### config.mk
export PLATFORM = sky130hd
export DESIGN_NAME = plo_regs
export DESIGN_NICKNAME = d
export VERILOG_FILES = /design/src/rtl/plo_pkg.sv /design/src/rtl/plo_ovr_mux.sv /design/src/rtl/plo_regs.sv
export SDC_FILE = /design/constraint.sdc
export NUM_CORES = 1
export LEC_CHECK = 0
export BUFFER_PORTS_ARGS = -buffer_cell sky130_fd_sc_hd__buf_2
export CAP_MARGIN = 10
export CORE_ASPECT_RATIO = 0.8
export CORE_MARGIN = 5
export CORE_UTILIZATION = 55
export DETAILED_ROUTE_END_ITERATION = 10
export GPL_TIMING_DRIVEN = 0
export PLACE_DENSITY = 0.93
export SYNTH_ARGS = -nofsm -noshare
export SYNTH_HDL_FRONTEND = slang
export SYNTH_SLANG_ARGS = --single-unit
### constraint.sdc
create_clock -name clk_sys -period 4.89 [get_ports clk_sys]
set_clock_uncertainty 0.15 [all_clocks]
set_input_delay 0.489 -clock clk_sys [delete_from_list [all_inputs] [get_ports clk_sys]]
set_output_delay 0.489 -clock clk_sys [all_outputs]
set_load 0.02 [all_outputs]
### src/rtl/plo_pkg.sv
// Constants, field layouts and carrier types of the port link override register bank.
// Assumes one 250 MHz clock, a synchronous active-low reset and an APB master.
//
// Notes on behaviour
// With autopolling disabled, override fields replace the polled link values.
// Bit 15 picks the automatic source: 0 polling results, 1 integrated PHY.
// Link field 14:13: 00 automatic, 01 forced up, 10 forced down, 11 reserved.
// Speed field 12:11: 00 10M, 01 100M, 10 1G, 11 automatic.
// Duplex field 10:9: 00 automatic, 01 full, 10 reserved, 11 half.
// Transmit pause field 8:7: 00 automatic, 01 ingress only, 11 egress only.
// Receive pause field 6:5 uses the transmit pause encoding.
// Bits 4:0 hold the read-write PHY address used for that port.
// Override registers reset to 1801 and 1802 for ports 1 and 2.
// Polled status registers for ports 1, 2, 3, 5 share one layout.
// Activity flags set by traffic, cleared by writing one; set wins.
// Polled link, speed, duplex and pause bits follow the PHY polling results.
// Software never writes reserved encodings; the block treats them as automatic.
package plo_pkg;

  // ************************************************************
  // Register map, byte addresses are four times the index.
  // ************************************************************
  localparam logic [15:0] IDX_OVR_P2 = 16'hF413;
  localparam logic [15:0] IDX_OVR_P1 = 16'hF414;
  localparam logic [15:0] IDX_STAT_P1 = 16'hF417;
  localparam logic [15:0] IDX_STAT_P2 = 16'hF418;
  localparam logic [15:0] IDX_STAT_P3 = 16'hF419;
  localparam logic [15:0] IDX_STAT_P5 = 16'hF41B;
  localparam logic [15:0] IDX_CTRL = 16'hF41C;
  localparam logic [15:0] IDX_IRQ_STAT = 16'hF41D;
  localparam logic [15:0] IDX_IRQ_EN = 16'hF41E;
  localparam logic [15:0] IDX_IRQ_CLR = 16'hF41F;

  localparam logic [15:0] RST_OVR_P1 = 16'h1801;
  localparam logic [15:0] RST_OVR_P2 = 16'h1802;

  // ************************************************************
  // Field positions and encodings.
  // ************************************************************
  localparam int OVR_SRC = 15;
  localparam int ST_RX_ACTIVITY_FLAG = 10;
  localparam int ST_TX_ACTIVITY_FLAG = 9;
  localparam int CTRL_POLL_EN = 0;
  localparam int NUM_STAT = 4;
  localparam int NUM_OVR = 2;
  localparam int NUM_IRQ = 8;

  localparam logic [1:0] LNK_AUTO = 2'h0;
  localparam logic [1:0] LNK_UP = 2'h1;
  localparam logic [1:0] LNK_DOWN = 2'h2;
  localparam logic [1:0] SPD_AUTO = 2'h3;
  localparam logic [1:0] DUP_FULL = 2'h1;
  localparam logic [1:0] DUP_HALF = 2'h3;
  localparam logic [1:0] PAU_ING = 2'h1;
  localparam logic [1:0] PAU_EGR = 2'h3;

  typedef struct packed {
    logic srcSel;
    logic [1:0] linkStateOverride;
    logic [1:0] speed;
    logic [1:0] duplexOverride;
    logic [1:0] txPauseMode;
    logic [1:0] rxPauseMode;
    logic [4:0] phyAddr;
  } plo_ovr_t;

  // Link information as delivered by a source or driven to the port.
  typedef struct packed {
    logic link;
    logic [1:0] speed;
    logic fullDuplex;
    logic partnerSendsPause;
    logic partnerAcceptsPause;
  } plo_link_t;

  // Raw polled result for one port, bits 8:0 of the status layout.
  typedef struct packed {
    logic clkStopCapable;
    logic eeeCapable;
    logic phyActive;
    logic polledLinkState;
    logic [1:0] speed;
    logic fullDuplex;
    logic partnerSendsPause;
    logic partnerAcceptsPause;
  } plo_poll_t;

  typedef enum logic [1:0] {
    APB_IDLE,
    APB_ACCESS
  } plo_apb_state_t;

endpackage

### src/rtl/plo_ovr_mux.sv
// Resolves one port's final link information from its override register.
// Assumes both automatic sources are synchronous to clk_sys.
`timescale 1ns/1ns
module plo_ovr_mux
  import plo_pkg::*;
(
  // Clock and reset.
  input wire logic clk_sys,
  input wire logic rst_n,
  // Configuration.
  input wire logic pollEnable,
  input plo_ovr_t ovr,
  // Automatic sources.
  input plo_link_t polledInfo,
  input plo_link_t phyInfo,
  // Result.
  output plo_link_t finalInfo
);

  plo_link_t autoInfo;
  plo_link_t finalNext;

  always_comb begin
    autoInfo = ovr.srcSel ? phyInfo : polledInfo;
    finalNext = autoInfo;
    if (!pollEnable) begin
      // Reserved codes fall through to the automatic value.
      case (ovr.linkStateOverride)
        LNK_UP: finalNext.link = 1'b1;
        LNK_DOWN: finalNext.link = 1'b0;
        default: finalNext.link = autoInfo.link;
      endcase
      if (ovr.speed != SPD_AUTO) begin
        finalNext.speed = ovr.speed;
      end
      case (ovr.duplexOverride)
        DUP_FULL: finalNext.fullDuplex = 1'b1;
        DUP_HALF: finalNext.fullDuplex = 1'b0;
        default: finalNext.fullDuplex = autoInfo.fullDuplex;
      endcase
      case (ovr.txPauseMode)
        PAU_ING: finalNext.partnerAcceptsPause = 1'b0;
        PAU_EGR: finalNext.partnerAcceptsPause = 1'b1;
        default: finalNext.partnerAcceptsPause = autoInfo.partnerAcceptsPause;
      endcase
      case (ovr.rxPauseMode)
        PAU_ING: finalNext.partnerSendsPause = 1'b1;
        PAU_EGR: finalNext.partnerSendsPause = 1'b0;
        default: finalNext.partnerSendsPause = autoInfo.partnerSendsPause;
      endcase
    end
  end

  always_ff @(posedge clk_sys) begin
    if (!rst_n) begin
      finalInfo <= '0;
    end else begin
      finalInfo <= finalNext;
    end
  end
endmodule

### src/rtl/plo_regs.sv
// Top of the port link override register bank with APB slave and interrupt.
// Assumes the polling engine delivers per-port results and traffic strobes on clk_sys.
//
// Our own choice: the APB slave port.
`timescale 1ns/1ns
module plo_regs
  import plo_pkg::*;
(
  // Clock and reset.
  input wire logic clk_sys,
  input wire logic rst_n,
  // APB slave.
  input wire logic psel,
  input wire logic penable,
  input wire logic pwrite,
  input wire logic [31:0] paddr,
  input wire logic [31:0] pwdata,
  output logic [31:0] prdata,
  output logic pready,
  output logic pslverr,
  // Polled results for ports 1, 2, 3 and 5, index 0 to 3.
  input plo_poll_t [NUM_STAT-1:0] pollResult,
  input wire logic [NUM_STAT-1:0] rxTraffic,
  input wire logic [NUM_STAT-1:0] txTraffic,
  // Integrated PHY link outputs for ports 1 and 2, index 0 and 1.
  input plo_link_t [NUM_OVR-1:0] phyLinkInfo,
  // Final link information and PHY addresses for ports 1 and 2.
  output plo_link_t [NUM_OVR-1:0] portLinkInfo,
  output logic [NUM_OVR-1:0][4:0] portPhyAddr,
  output logic pollEnable,
  // Interrupt.
  output logic irq
);

  // ************************************************************
  // APB decode.
  // ************************************************************
  plo_apb_state_t apbState_reg;
  logic [15:0] regIdx;
  logic mapped;
  logic wrEn;
  logic rdEn;
  logic addrBad;

  assign regIdx = paddr[17:2];
  assign mapped = (regIdx == IDX_OVR_P1) || (regIdx == IDX_OVR_P2) ||
                  (regIdx == IDX_STAT_P1) || (regIdx == IDX_STAT_P2) ||
                  (regIdx == IDX_STAT_P3) || (regIdx == IDX_STAT_P5) ||
                  (regIdx == IDX_CTRL) || (regIdx == IDX_IRQ_STAT) ||
                  (regIdx == IDX_IRQ_EN) || (regIdx == IDX_IRQ_CLR);
  // Zero-wait slave: the access phase always completes in its first cycle.
  assign pready = psel && penable;
  assign addrBad = !mapped || paddr[1:0] != 2'h0 || paddr[31:18] != '0;
  assign pslverr = pready && addrBad;
  assign wrEn = pready && pwrite && !pslverr;
  // A read is accepted in its setup cycle, when the address first stands.
  assign rdEn = psel && !penable && !pwrite && !addrBad;

  always_ff @(posedge clk_sys) begin
    if (!rst_n) begin
      apbState_reg <= APB_IDLE;
    end else begin
      case (apbState_reg)
        APB_IDLE: apbState_reg <= (psel && !penable) ? APB_ACCESS : APB_IDLE;
        APB_ACCESS: apbState_reg <= (psel && !penable) ? APB_ACCESS : APB_IDLE;
        default: apbState_reg <= APB_IDLE;
      endcase
    end
  end

  // ************************************************************
  // Override and control registers.
  // ************************************************************
  plo_ovr_t [NUM_OVR-1:0] ovr_reg;
  logic pollEnable_reg;

  always_ff @(posedge clk_sys) begin
    if (!rst_n) begin
      ovr_reg[0] <= plo_ovr_t'(RST_OVR_P1);
      ovr_reg[1] <= plo_ovr_t'(RST_OVR_P2);
    end else if (wrEn && regIdx == IDX_OVR_P1) begin
      ovr_reg[0] <= plo_ovr_t'(pwdata[15:0]);
    end else if (wrEn && regIdx == IDX_OVR_P2) begin
      ovr_reg[1] <= plo_ovr_t'(pwdata[15:0]);
    end
  end

  always_ff @(posedge clk_sys) begin
    if (!rst_n) begin
      pollEnable_reg <= 1'b1;
    end else if (wrEn && regIdx == IDX_CTRL) begin
      pollEnable_reg <= pwdata[CTRL_POLL_EN];
    end
  end
  assign pollEnable = pollEnable_reg;

  // ************************************************************
  // Polled status and activity flags.
  // ************************************************************
  plo_poll_t [NUM_STAT-1:0] poll_reg;
  logic [NUM_STAT-1:0] rx_activity_flag_reg;
  logic [NUM_STAT-1:0] tx_activity_flag_reg;
  logic [NUM_STAT-1:0] statHit;
  logic [NUM_STAT-1:0][15:0] statWord;
  localparam logic [NUM_STAT-1:0][15:0] STAT_IDX = {IDX_STAT_P5, IDX_STAT_P3,
                                                    IDX_STAT_P2, IDX_STAT_P1};

  genvar gi;
  generate
    for (gi = 0; gi < NUM_STAT; gi++) begin : gStat
      assign statHit[gi] = wrEn && regIdx == STAT_IDX[gi];
      always_ff @(posedge clk_sys) begin
        if (!rst_n) begin
          poll_reg[gi] <= '0;
        end else begin
          poll_reg[gi] <= pollResult[gi];
        end
      end
      // A strobe in the cycle of a write-one clear keeps the flag set.
      always_ff @(posedge clk_sys) begin
        if (!rst_n) begin
          rx_activity_flag_reg[gi] <= 1'b0;
          tx_activity_flag_reg[gi] <= 1'b0;
        end else begin
          rx_activity_flag_reg[gi] <= rxTraffic[gi] ||
                           (rx_activity_flag_reg[gi] && !(statHit[gi] && pwdata[ST_RX_ACTIVITY_FLAG]));
          tx_activity_flag_reg[gi] <= txTraffic[gi] ||
                           (tx_activity_flag_reg[gi] && !(statHit[gi] && pwdata[ST_TX_ACTIVITY_FLAG]));
        end
      end
      assign statWord[gi] = {5'h00, rx_activity_flag_reg[gi], tx_activity_flag_reg[gi], poll_reg[gi]};
    end
  endgenerate

  // ************************************************************
  // Final link resolution for ports 1 and 2.
  // ************************************************************
  generate
    for (gi = 0; gi < NUM_OVR; gi++) begin : gMux
      plo_link_t polledInfo;
      assign polledInfo = '{link: poll_reg[gi].polledLinkState,
                            speed: poll_reg[gi].speed,
                            fullDuplex: poll_reg[gi].fullDuplex,
                            partnerSendsPause: poll_reg[gi].partnerSendsPause,
                            partnerAcceptsPause: poll_reg[gi].partnerAcceptsPause};
      plo_ovr_mux uMux (
        .clk_sys(clk_sys),
        .rst_n(rst_n),
        .pollEnable(pollEnable_reg),
        .ovr(ovr_reg[gi]),
        .polledInfo(polledInfo),
        .phyInfo(phyLinkInfo[gi]),
        .finalInfo(portLinkInfo[gi])
      );
      assign portPhyAddr[gi] = ovr_reg[gi].phyAddr;
    end
  endgenerate

  // ************************************************************
  // Interrupt: bits 3:0 rx activity, bits 7:4 tx activity.
  // ************************************************************
  logic [NUM_IRQ-1:0] irqStat_reg;
  logic [NUM_IRQ-1:0] irqEn_reg;
  logic [NUM_IRQ-1:0] irqEvent;
  logic [NUM_IRQ-1:0] irqClr;

  assign irqEvent = {txTraffic, rxTraffic};
  assign irqClr = (wrEn && regIdx == IDX_IRQ_CLR) ? pwdata[NUM_IRQ-1:0] : '0;

  always_ff @(posedge clk_sys) begin
    if (!rst_n) begin
      irqStat_reg <= '0;
    end else begin
      irqStat_reg <= irqEvent | (irqStat_reg & ~irqClr);
    end
  end

  always_ff @(posedge clk_sys) begin
    if (!rst_n) begin
      irqEn_reg <= '0;
    end else if (wrEn && regIdx == IDX_IRQ_EN) begin
      irqEn_reg <= pwdata[NUM_IRQ-1:0];
    end
  end

  assign irq = |(irqStat_reg & irqEn_reg);

  // ************************************************************
  // Read data, registered at the end of the setup phase.
  // ************************************************************
  logic [31:0] prdata_next;

  always_comb begin
    prdata_next = '0;
    case (regIdx)
      IDX_OVR_P1: prdata_next[15:0] = ovr_reg[0];
      IDX_OVR_P2: prdata_next[15:0] = ovr_reg[1];
      IDX_STAT_P1: prdata_next[15:0] = statWord[0];
      IDX_STAT_P2: prdata_next[15:0] = statWord[1];
      IDX_STAT_P3: prdata_next[15:0] = statWord[2];
      IDX_STAT_P5: prdata_next[15:0] = statWord[3];
      IDX_CTRL: prdata_next[CTRL_POLL_EN] = pollEnable_reg;
      IDX_IRQ_STAT: prdata_next[NUM_IRQ-1:0] = irqStat_reg;
      IDX_IRQ_EN: prdata_next[NUM_IRQ-1:0] = irqEn_reg;
      default: prdata_next = '0;
    endcase
  end

  // Capturing at the setup edge keeps read data in a flip-flop and still needs no wait state.
  // A flag that sets during the access cycle is only seen by the next read.
  always_ff @(posedge clk_sys) begin
    if (!rst_n) begin
      prdata <= '0;
    end else if (rdEn) begin
      prdata <= prdata_next;
    end else if (pready) begin
      prdata <= '0;
    end
  end
endmodule
==> impl_metrics.yaml, run 1 <==
outcome:
  status: "completed"
floorplanning:
  core_mm2: 0.01012
  dieArea_mm2: 0.01232
  die_x_um: 122.8
  placementRows: 33
  die_h_um: 100.3
  start_util: 0.5537
  pin_count: 183
power:
  p_leak_nw: 2.878
  power.density_mw_per_mm2: 334.3
  peakVddDrop_mv: 0.2224
final_layout:
  final_common_cell: "buf_2"
  nets: 926
  fin_area_mm2: 0.007146
  final_cell_mix: "155 x buf_2, 121 x dfxtp_1, 44 x clkbuf_1, 44 x nand3_1"
  largest_reg_flops: 24
  syn2layout_area_growth_pct: 27.56
  drive_gt1_frac: 0.2857
  n_antenna_cell: 0
  finalNonFillerCells: 952
hold_path:
  min_path_type: "in2reg"
  min_from: "pollResult[9]"
yosys:
  synth.distinct_cells: 63
  synth-edff-count: 0
  ys_warn_count: 0
  synth_top_area_cell: "dfxtp_1"
  netlist_top_cells_area: "dfxtp_1 43%, mux2i_1 4.3%, and2_1 4.1%, nand3_1 3.9%, buf_4 3.5%"
  yosys.area.top_type_share: 0.4324
  synthAdderAreaFrac: 0.004467
  synth-seq-area-share: 0.4324
  async_reset_ff_frac: 0
  synth-xor-area-share: 0.001564
  synth_area_per_cell_um2: 9.138
  synth_top_family_by_area: "compound AO/OA/AOI/OAI gates"
  synth-seq-cells: 121
  yosys.area_share.simple: 0.1872
  netlist_instances: 613
  syn_area_mm2: 0.005602
  ys.flop_type: "dfxtp_1"
  synth_compound_area_frac: 0.2339
  synthMuxAreaShare: 0.05696
placement:
  buffer_ports.inserted: 150
  dp_hpwl_um: 15050
  place_ws_ps: 1439
  dp.cells: 919
  place_congestion: 1.092
  dpl-instance-area_mm2: 0.006598
clock_network:
  clockRootBuffer: "clkbuf_16"
  clock_sinks: 121
  cts_tree: "built"
  clk_path_buf_depth: 2
  cts_resized: 0
  clkTransAtPathRegs_ps: 60
  post-cts-setup-buffer-count: 0
  hold_buffers: 0
  cts_buffers: 17
  htree_levels: 4
  worstSkewPairLatency_ps: 420
routing:
  vias_per_cell: 6.040
  drc: 0
  first_pass_iters: 8
  wl_per_cell_um: 20.91
  vias: 5750
  ant_nets: 0
  drt-initial-drc-count: 786
  routed_wl_um: 19910
setup_path:
  crit_path_start_kind: "primary input"
  critPathCaptureType: "flip-flop"
  cp_data_required_time_ps: 5060
  cp_slowest_cell: "or4b_1"
  regToRegStartpoint: "poll_reg[25]"
  path_class: "in2reg"
  cp_slowest_stage_delay_ps: 520
  cp_num_buf_inv: 4
  critical-path-top-delay-family: "simple AND/OR/NAND/NOR gates"
  path_cells: "buf_2, or4b_1, clkbuf_1, or3_1, clkbuf_1, nor4_1, clkbuf_1, nand3_1, a21oi_1"
  worst_path_most_repeated_cell: "clkbuf_1"
  cp_data_arrival_time_ps: 3340
  crit_fanout: 10
  startpoint: "paddr[11]"
global_routing:
  grt_max_degree: 17
  grtUsageTotal: 0.3202
  grt_pass1_wl_um: 29590
  grt_pass1_vias: 5406
  grt.overflow.total: 0
  antenna_found_initial: 0
sta:
  worst_pin_slew_ps: 1165
  fin_tns_setup_ps: 0
  timing.final.ws_setup_ps: 1716
  rsz0062_at_grt: "no"
  hold_viol: 0
  fin_crit_ps: 3174
  maxSlewViolCount: 0
  fin_crit_sh: 0.6491
  setup_viol_count_final: 0
  maxSlewHeadroom: 0.2161
  fmaxAchievable_mhz: 315.1
run:
  maxCapViolCount: 0
==> worst paths after layout <==
| kind | endpoint | slack, ps | cells past startpoint |
|---|---|---|---|
| min | gMux[1].polledInfo[0] | 120 | 2 |
| min reg2reg | prdata[12] | 310 | 1 |
| max | portPhyAddr[5] | 1720 | 9 |
| max reg2reg | prdata[7] | 3180 | 4 |
==> cells in the mapped netlist, types with 17 or more instances <==
| cell | n |
|---|---|
| dfxtp_1 | 121 |
| nand3_1 | 44 |
| clkbuf_1 | 39 |
| a21oi_1 | 37 |
| and2_1 | 37 |
| o21ai_1 | 32 |
| buf_4 | 26 |
| mux2i_1 | 24 |
| a22oi_1 | 22 |
| nor2_1 | 19 |
| nor4_1 | 18 |
| inv_1 | 17 |
==> cell type report <==
cell class	instances	area [um2]
buffer	74	396.6
clock buffer	24	471.7
clock inverter	8	71.32
fill	795	2970
inverter	18	67.56
multi-input combinational	415	2778
sequential	121	2422
tap	140	175.2
timing repair buffer	152	763.2
==> worst reg2reg max path, cell delays in order (launching register included) <==
cell,delay (ps)
dfxtp_1,300
mux2_2,260
a221oi_1,510
o211ai_1,170
a22o_1,210
==> power by group <==
part	internal (W)	switching (W)
clock	0.000721	0.000434
combinational	0.0000848	0.000114
sequential	0.00102	0.0000190
total	0.00182	0.000567
==> per-stage QoR <==
step / util / total power (W) / hold slack [ps]
final: 0.7064 / 0.002389 / 124.0
after global routing: 0.7064 / 0.002451 / 123.7
after CTS: 0.7059 / 0.002380 / 123.1
after detailed placement: 0.6522 / 0.001245 / 296.5
after global placement: 0.6508 / 0.001243 / 294.2
after floorplan: - / 0.001153 / 286.8
==> metal layers <==
metal	part of all wire	global-route usage	up-vias
met5	0	0	-
li1	-	-	2599
met3	0.14	0.1025	65
met4	0.029	0.1067	0
met2	0.43	0.4612	434
met1	0.40	0.4531	2652
==> cell families (layout without fill, tap and decap cells) <==
family,Yosys count,count (layout)
AOI/OAI and AO/OA,187,187
and+or+nand+nor,178,178
DFF,121,121
buffers and inverters,92,276
muxes,31,31
adders and majority gates,2,2
other,1,16
xor gates and xnor gates,1,1
Power figures use the tool's default switching activity.
==> inputs of run 2 (changes only) <==
Settings changed: CORE_UTILIZATION 55 to 46, PLACE_DENSITY 0.93 to 0.83.
Clock period 4.89 ns to 2.7 ns, I/O delays scaled along.
==> run 2 against run 1 <==
  * Flip-flop and latch count unchanged
  * Die area is 18% higher
  * Setup slack got worse by 1600 ps
  * Critical path type unchanged
  * Clock power rose by 97%
  * Largest cell class unchanged
  * Highest routed layer unchanged
  * Count of clock-buffer cells in the layout is 3 lower
==> impl_metrics.yaml, run 2 (synthesized netlist as in run 1, its figures left out) <==
outcome:
  status: "completed"
final_layout:
  final_common_cell: "buf_2"
  syn2layout_area_growth_pct: 38.55
  fillers: 1030
  utilization: 0.6429
  largest_reg_flops: 24
  n_antenna_cell: 0
  drive_gt1_frac: 0.2834
  final_cell_mix: "155 x buf_2, 121 x dfxtp_1, 50 x dlygate4sd3_1"
  nets: 975
  finalNonFillerCells: 1013
hold_path:
  min_path_type: "in2reg"
sta:
  maxSlewViolCount: 0
  fin_crit_ps: 2603
  setup_viol_count_final: 0
  rsz0062_at_grt: "yes"
  hold_viol: 0
  timing.final.ws_setup_ps: 97.49
  worst_pin_slew_ps: 1030
  maxSlewHeadroom: 0.3076
  fmaxAchievable_mhz: 384.2
  fin_crit_sh: 0.9639
  fin_tns_setup_ps: 0
  holdWs_ps: 4.011
setup_path:
  cp_data_arrival_time_ps: 2770
  path_cells: "buf_2, clkbuf_1, clkbuf_1, clkbuf_2, mux2i_1, o2bb2ai_1, o21ai_0, nand3_1, a22o_1"
  cp_data_required_time_ps: 2860
  cp_slowest_stage_delay_ps: 500
  path_class: "in2reg"
  cp_slowest_cell: "clkbuf_1"
  worst_path_most_repeated_cell: "clkbuf_1"
  crit_fanout: 10
  crit_path_start_kind: "primary input"
  critPathCaptureType: "flip-flop"
routing:
  first_pass_iters: 6
  wl_per_cell_um: 20.54
  routed_wl_um: 20810
  ant_nets: 0
  vias: 5885
  vias_per_cell: 5.809
  drc: 0
  drt-initial-drc-count: 559
clock_network:
  cts_tree: "built"
  worstSkewPairLatency_ps: 420
  cts_buffers: 17
  htree_levels: 4
  clk_path_buf_depth: 2
  clockRootBuffer: "clkbuf_16"
  clock_sinks: 121
  clkTransAtPathRegs_ps: 50
power:
  peakVddDrop_mv: 0.4456
  power.density_mw_per_mm2: 586.6
  p_leak_nw: 3.142
  clockPowerShare: 0.496
  p_comb_frac: 0.092
  netSwitchingPower_w: 0.001085
  cellInternalPower_w: 0.003468
  power_frac_seq: 0.412
  p_sw_frac: 0.2382
floorplanning:
  die_x_um: 133.4
  core_mm2: 0.01207
  start_util: 0.4640
  die_h_um: 108.7
  dieArea_mm2: 0.01450
  placementRows: 36
  pin_count: 183
run:
  maxCapViolCount: 0
global_routing:
  grt_pass1_vias: 5539
  grt_pass1_wl_um: 31660
  grt.overflow.total: 0
  grt_max_degree: 17
  antenna_found_initial: 0
  grtUsageTotal: 0.2873
placement:
  place_congestion: 0.9933
  dp_hpwl_um: 15300
  place_ws_ps: -563.9
  buffer_ports.inserted: 150
  dp.cells: 930
run 2: final cells by class:
cell class | count | area, um2 | share of cell area
clock buffer | 21 | 470.5 | 0.06062
buffer | 74 | 402.9 | 0.05191
clock inverter | 11 | 120.1 | 0.01548
tap | 152 | 190.2 | 0.02450
multi-input combinational | 415 | 2831 | 0.3648
inverter | 18 | 67.56 | 0.008705
sequential | 121 | 2422 | 0.3121
timing repair buffer | 201 | 1256 | 0.1619
run 2: timing repair:
item                                   4_1_cts  5_1_grt
endpoints found under the hold margin       64        0
pin swaps                                    0        2
hold buffers                                50        0
setup buffers                                0        0
resized for setup                            4       12
setup endpoints to repair                   29       39
cloned                                       0        0
run 2: worst max-delay path, delay by kind of cell:
| kind | cells | cell delay [ps] |
|---|---|---|
| buffers and inverters | 4 | 1360 |
| AOI/OAI and AO/OA | 3 | 670 |
| muxes | 1 | 270 |
| and+or+nand+nor | 1 | 180 |
run 2: worst paths after layout:
| path | from | slack, ps | depth (start not counted) | to |
|---|---|---|---|---|
| setup / recovery | paddr[5] | 100 | 9 | prdata[1] |
| hold / removal | pwdata[0] | 4 | 3 | pollEnable |
| setup reg to reg | pollEnable | 980 | 4 | gMux[0].uMux.finalInfo[5] |
| hold reg to reg | prdata[13] | 310 | 1 | prdata[13] |
run 2: through the flow:
step	cell area, um2	power, W
after floorplan	5658	0.002088
after global placement	6599	0.002255
after detailed placement	6605	0.002256
after CTS	7715	0.004539
after global routing	7761	0.004693
final	7761	0.004552
run 2: layer usage:
layer  vias up  global-route usage  part of all wire
met5         -                   0                 0
met4         0             0.09325             0.024
met3        42              0.1001              0.13
met2       386              0.4319              0.44
met1      2752              0.3889              0.41
li1       2705                   -                 -
run 2: power by group through the flow:
stage	Combinational [W]	Sequential, W	Clock (W)
after detailed placement	0.000346	0.00191	0
after global placement	0.000344	0.00191	0
after floorplan	0.000186	0.00190	0
after global routing	0.000451	0.00188	0.00236
final	0.000418	0.00188	0.00226
after CTS	0.000404	0.00187	0.00226
==> inputs of run 3 (changes only) <==
Settings changed: MAX_ROUTING_LAYER set to met4.
Clock period 2.7 ns to 2.19 ns, I/O delays scaled along.
==> run 3 against run 2 <==
  * Sequential power up 23%
  * Critical path depth down 2
  * Flip-flop and latch count unchanged
  * Clock power up 32%
  * Final cell count up 2.8%
  * Cell area up 6.5%
  * Critical path type unchanged
  * Largest cell class unchanged
==> impl_metrics.yaml, run 3 (synthesized netlist as in run 1, its figures left out) <==
outcome:
  status: "completed"
global_routing:
  antenna_found_initial: 1
  grt.overflow.total: 0
  grt_pass1_vias: 5763
  grtUsageTotal: 0.3050
  grt_pass1_wl_um: 32660
  grt_max_degree: 17
setup_path:
  cp_data_required_time_ps: 2350
  crit_path_start_kind: "primary input"
  r2r_setup_slack_ps: 420
  path_class: "in2reg"
  cp_data_arrival_time_ps: 2340
  critPathCaptureType: "flip-flop"
  crit_fanout: 10
power:
  clockPowerShare: 0.510
  peakVddDrop_mv: 0.5151
  p_comb_frac: 0.095
  power.density_mw_per_mm2: 706.6
  power_frac_seq: 0.396
  cellInternalPower_w: 0.004496
  p_leak_nw: 3.433
  p_sw_frac: 0.2302
  netSwitchingPower_w: 0.001345
sta:
  maxSlewHeadroom: 0.4660
  rsz0062_at_grt: "yes"
  fin_crit_sh: 0.9973
  worst_pin_slew_ps: 799.4
  holdWs_ps: 2.147
  hold_viol: 0
  fmaxAchievable_mhz: 457.8
  fin_crit_ps: 2184
  maxSlewViolCount: 0
  setup_viol_count_final: 0
final_layout:
  largest_reg_flops: 24
  n_antenna_cell: 0
  syn2layout_area_growth_pct: 47.58
  register_area_mm2: 0.002422
  fin_area_mm2: 0.008267
  final_cell_mix: "152 x buf_2, 121 x dfxtp_1, 60 x dlygate4sd3_1"
  fillers: 940
  drive_gt1_frac: 0.3240
  multi_input_area_mm2: 0.002957
  final_common_cell: "buf_2"
  nets: 1003
  finalNonFillerCells: 1041
floorplanning:
  die_h_um: 108.7
  die_x_um: 133.4
  start_util: 0.4640
  core_mm2: 0.01207
  dieArea_mm2: 0.01450
  placementRows: 36
  pin_count: 183
placement:
  dpl-instance-area_mm2: 0.006696
  dp.cells: 931
  dp_hpwl_um: 15580
  place_congestion: 1.039
  buffer_ports.inserted: 150
clock_network:
  clkTransAtPathRegs_ps: 60
  clock_sinks: 121
  clockRootBuffer: "clkbuf_16"
  worstSkewPairLatency_ps: 420
  cts_buffers: 17
  htree_levels: 4
  clk_path_buf_depth: 2
  cts_tree: "built"
run:
  maxCapViolCount: 0
routing:
  drt-initial-drc-count: 875
  ant_nets: 0
  first_pass_iters: 7
  wl_per_cell_um: 21.42
  drc: 0
  routed_wl_um: 22300
  vias: 6129
  vias_per_cell: 5.888
hold_path:
  min_path_type: "in2reg"
run 3: worst max-delay path, cell delays in order:
cell and delay [ps]:
buf_2 110, clkbuf_1 420, clkbuf_2 380, mux2_2 370, a221oi_1 490, o211ai_1 140, a22o_1 210
run 3: worst paths after layout:
check,start,cells past startpoint,to
setup / recovery,paddr[2],7,prdata[7]
hold / removal,phyLinkInfo[4],4,gMux[0].uMux.finalInfo[4]
setup reg to reg,pollEnable,4,gMux[1].uMux.finalInfo[3]
hold reg to reg,prdata[11],1,prdata[11]
run 3: repair_timing:
action	CTS	global route
pin swaps	8	8
resized for setup	22	29
hold buffers	60	0
cloned	2	1
buffers inserted	10	8
hold endpoints to repair	85	0
endpoints found under the setup margin	66	61
run 3: layer usage:
layer / up-vias / global-route usage / routed length [um]
met5: - / - / 0
met1: 2837 / 0.3849 / 8872
li1: 2767 / - / -
met2: 444 / 0.4768 / 10040
met4: 0 / 0.09104 / 677
met3: 81 / 0.09225 / 2717
run 3: through the flow:
step / power, W / worst slack (ps) / setup TNS, ps / utilization
floorplan: 0.002578 / -342.8 / -15680 / -
global placement: 0.002784 / -1266 / -52080 / 0.5536
detailed placement: 0.002788 / -955.8 / -48290 / 0.5547
CTS: 0.005811 / 0.4476 / 0 / 0.6720
global route: 0.005984 / -45.00 / -89.35 / 0.6848
finish: 0.005841 / 5.804 / 0 / 0.6848
run 3: final cells by class:
type                    instances  share of cell area
multi-input cells             415              0.3577
flip-flops and latches        121              0.2930
repair buffers                232              0.1865
clock buffers                  21             0.05570
plain buffers                  71             0.05555
well taps                     152             0.02301
clock inverters                11             0.02043
inverters                      18            0.008173
run 3: power groups by stage:
stage | Combinational, W | Sequential, W | Clock, W
finish | 0.000552 | 0.00231 | 0.00298
global route | 0.000591 | 0.00231 | 0.00308
CTS | 0.000525 | 0.00231 | 0.00298
detailed placement | 0.000434 | 0.00235 | 0
global placement | 0.000430 | 0.00235 | 0
floorplan | 0.000233 | 0.00234 | 0
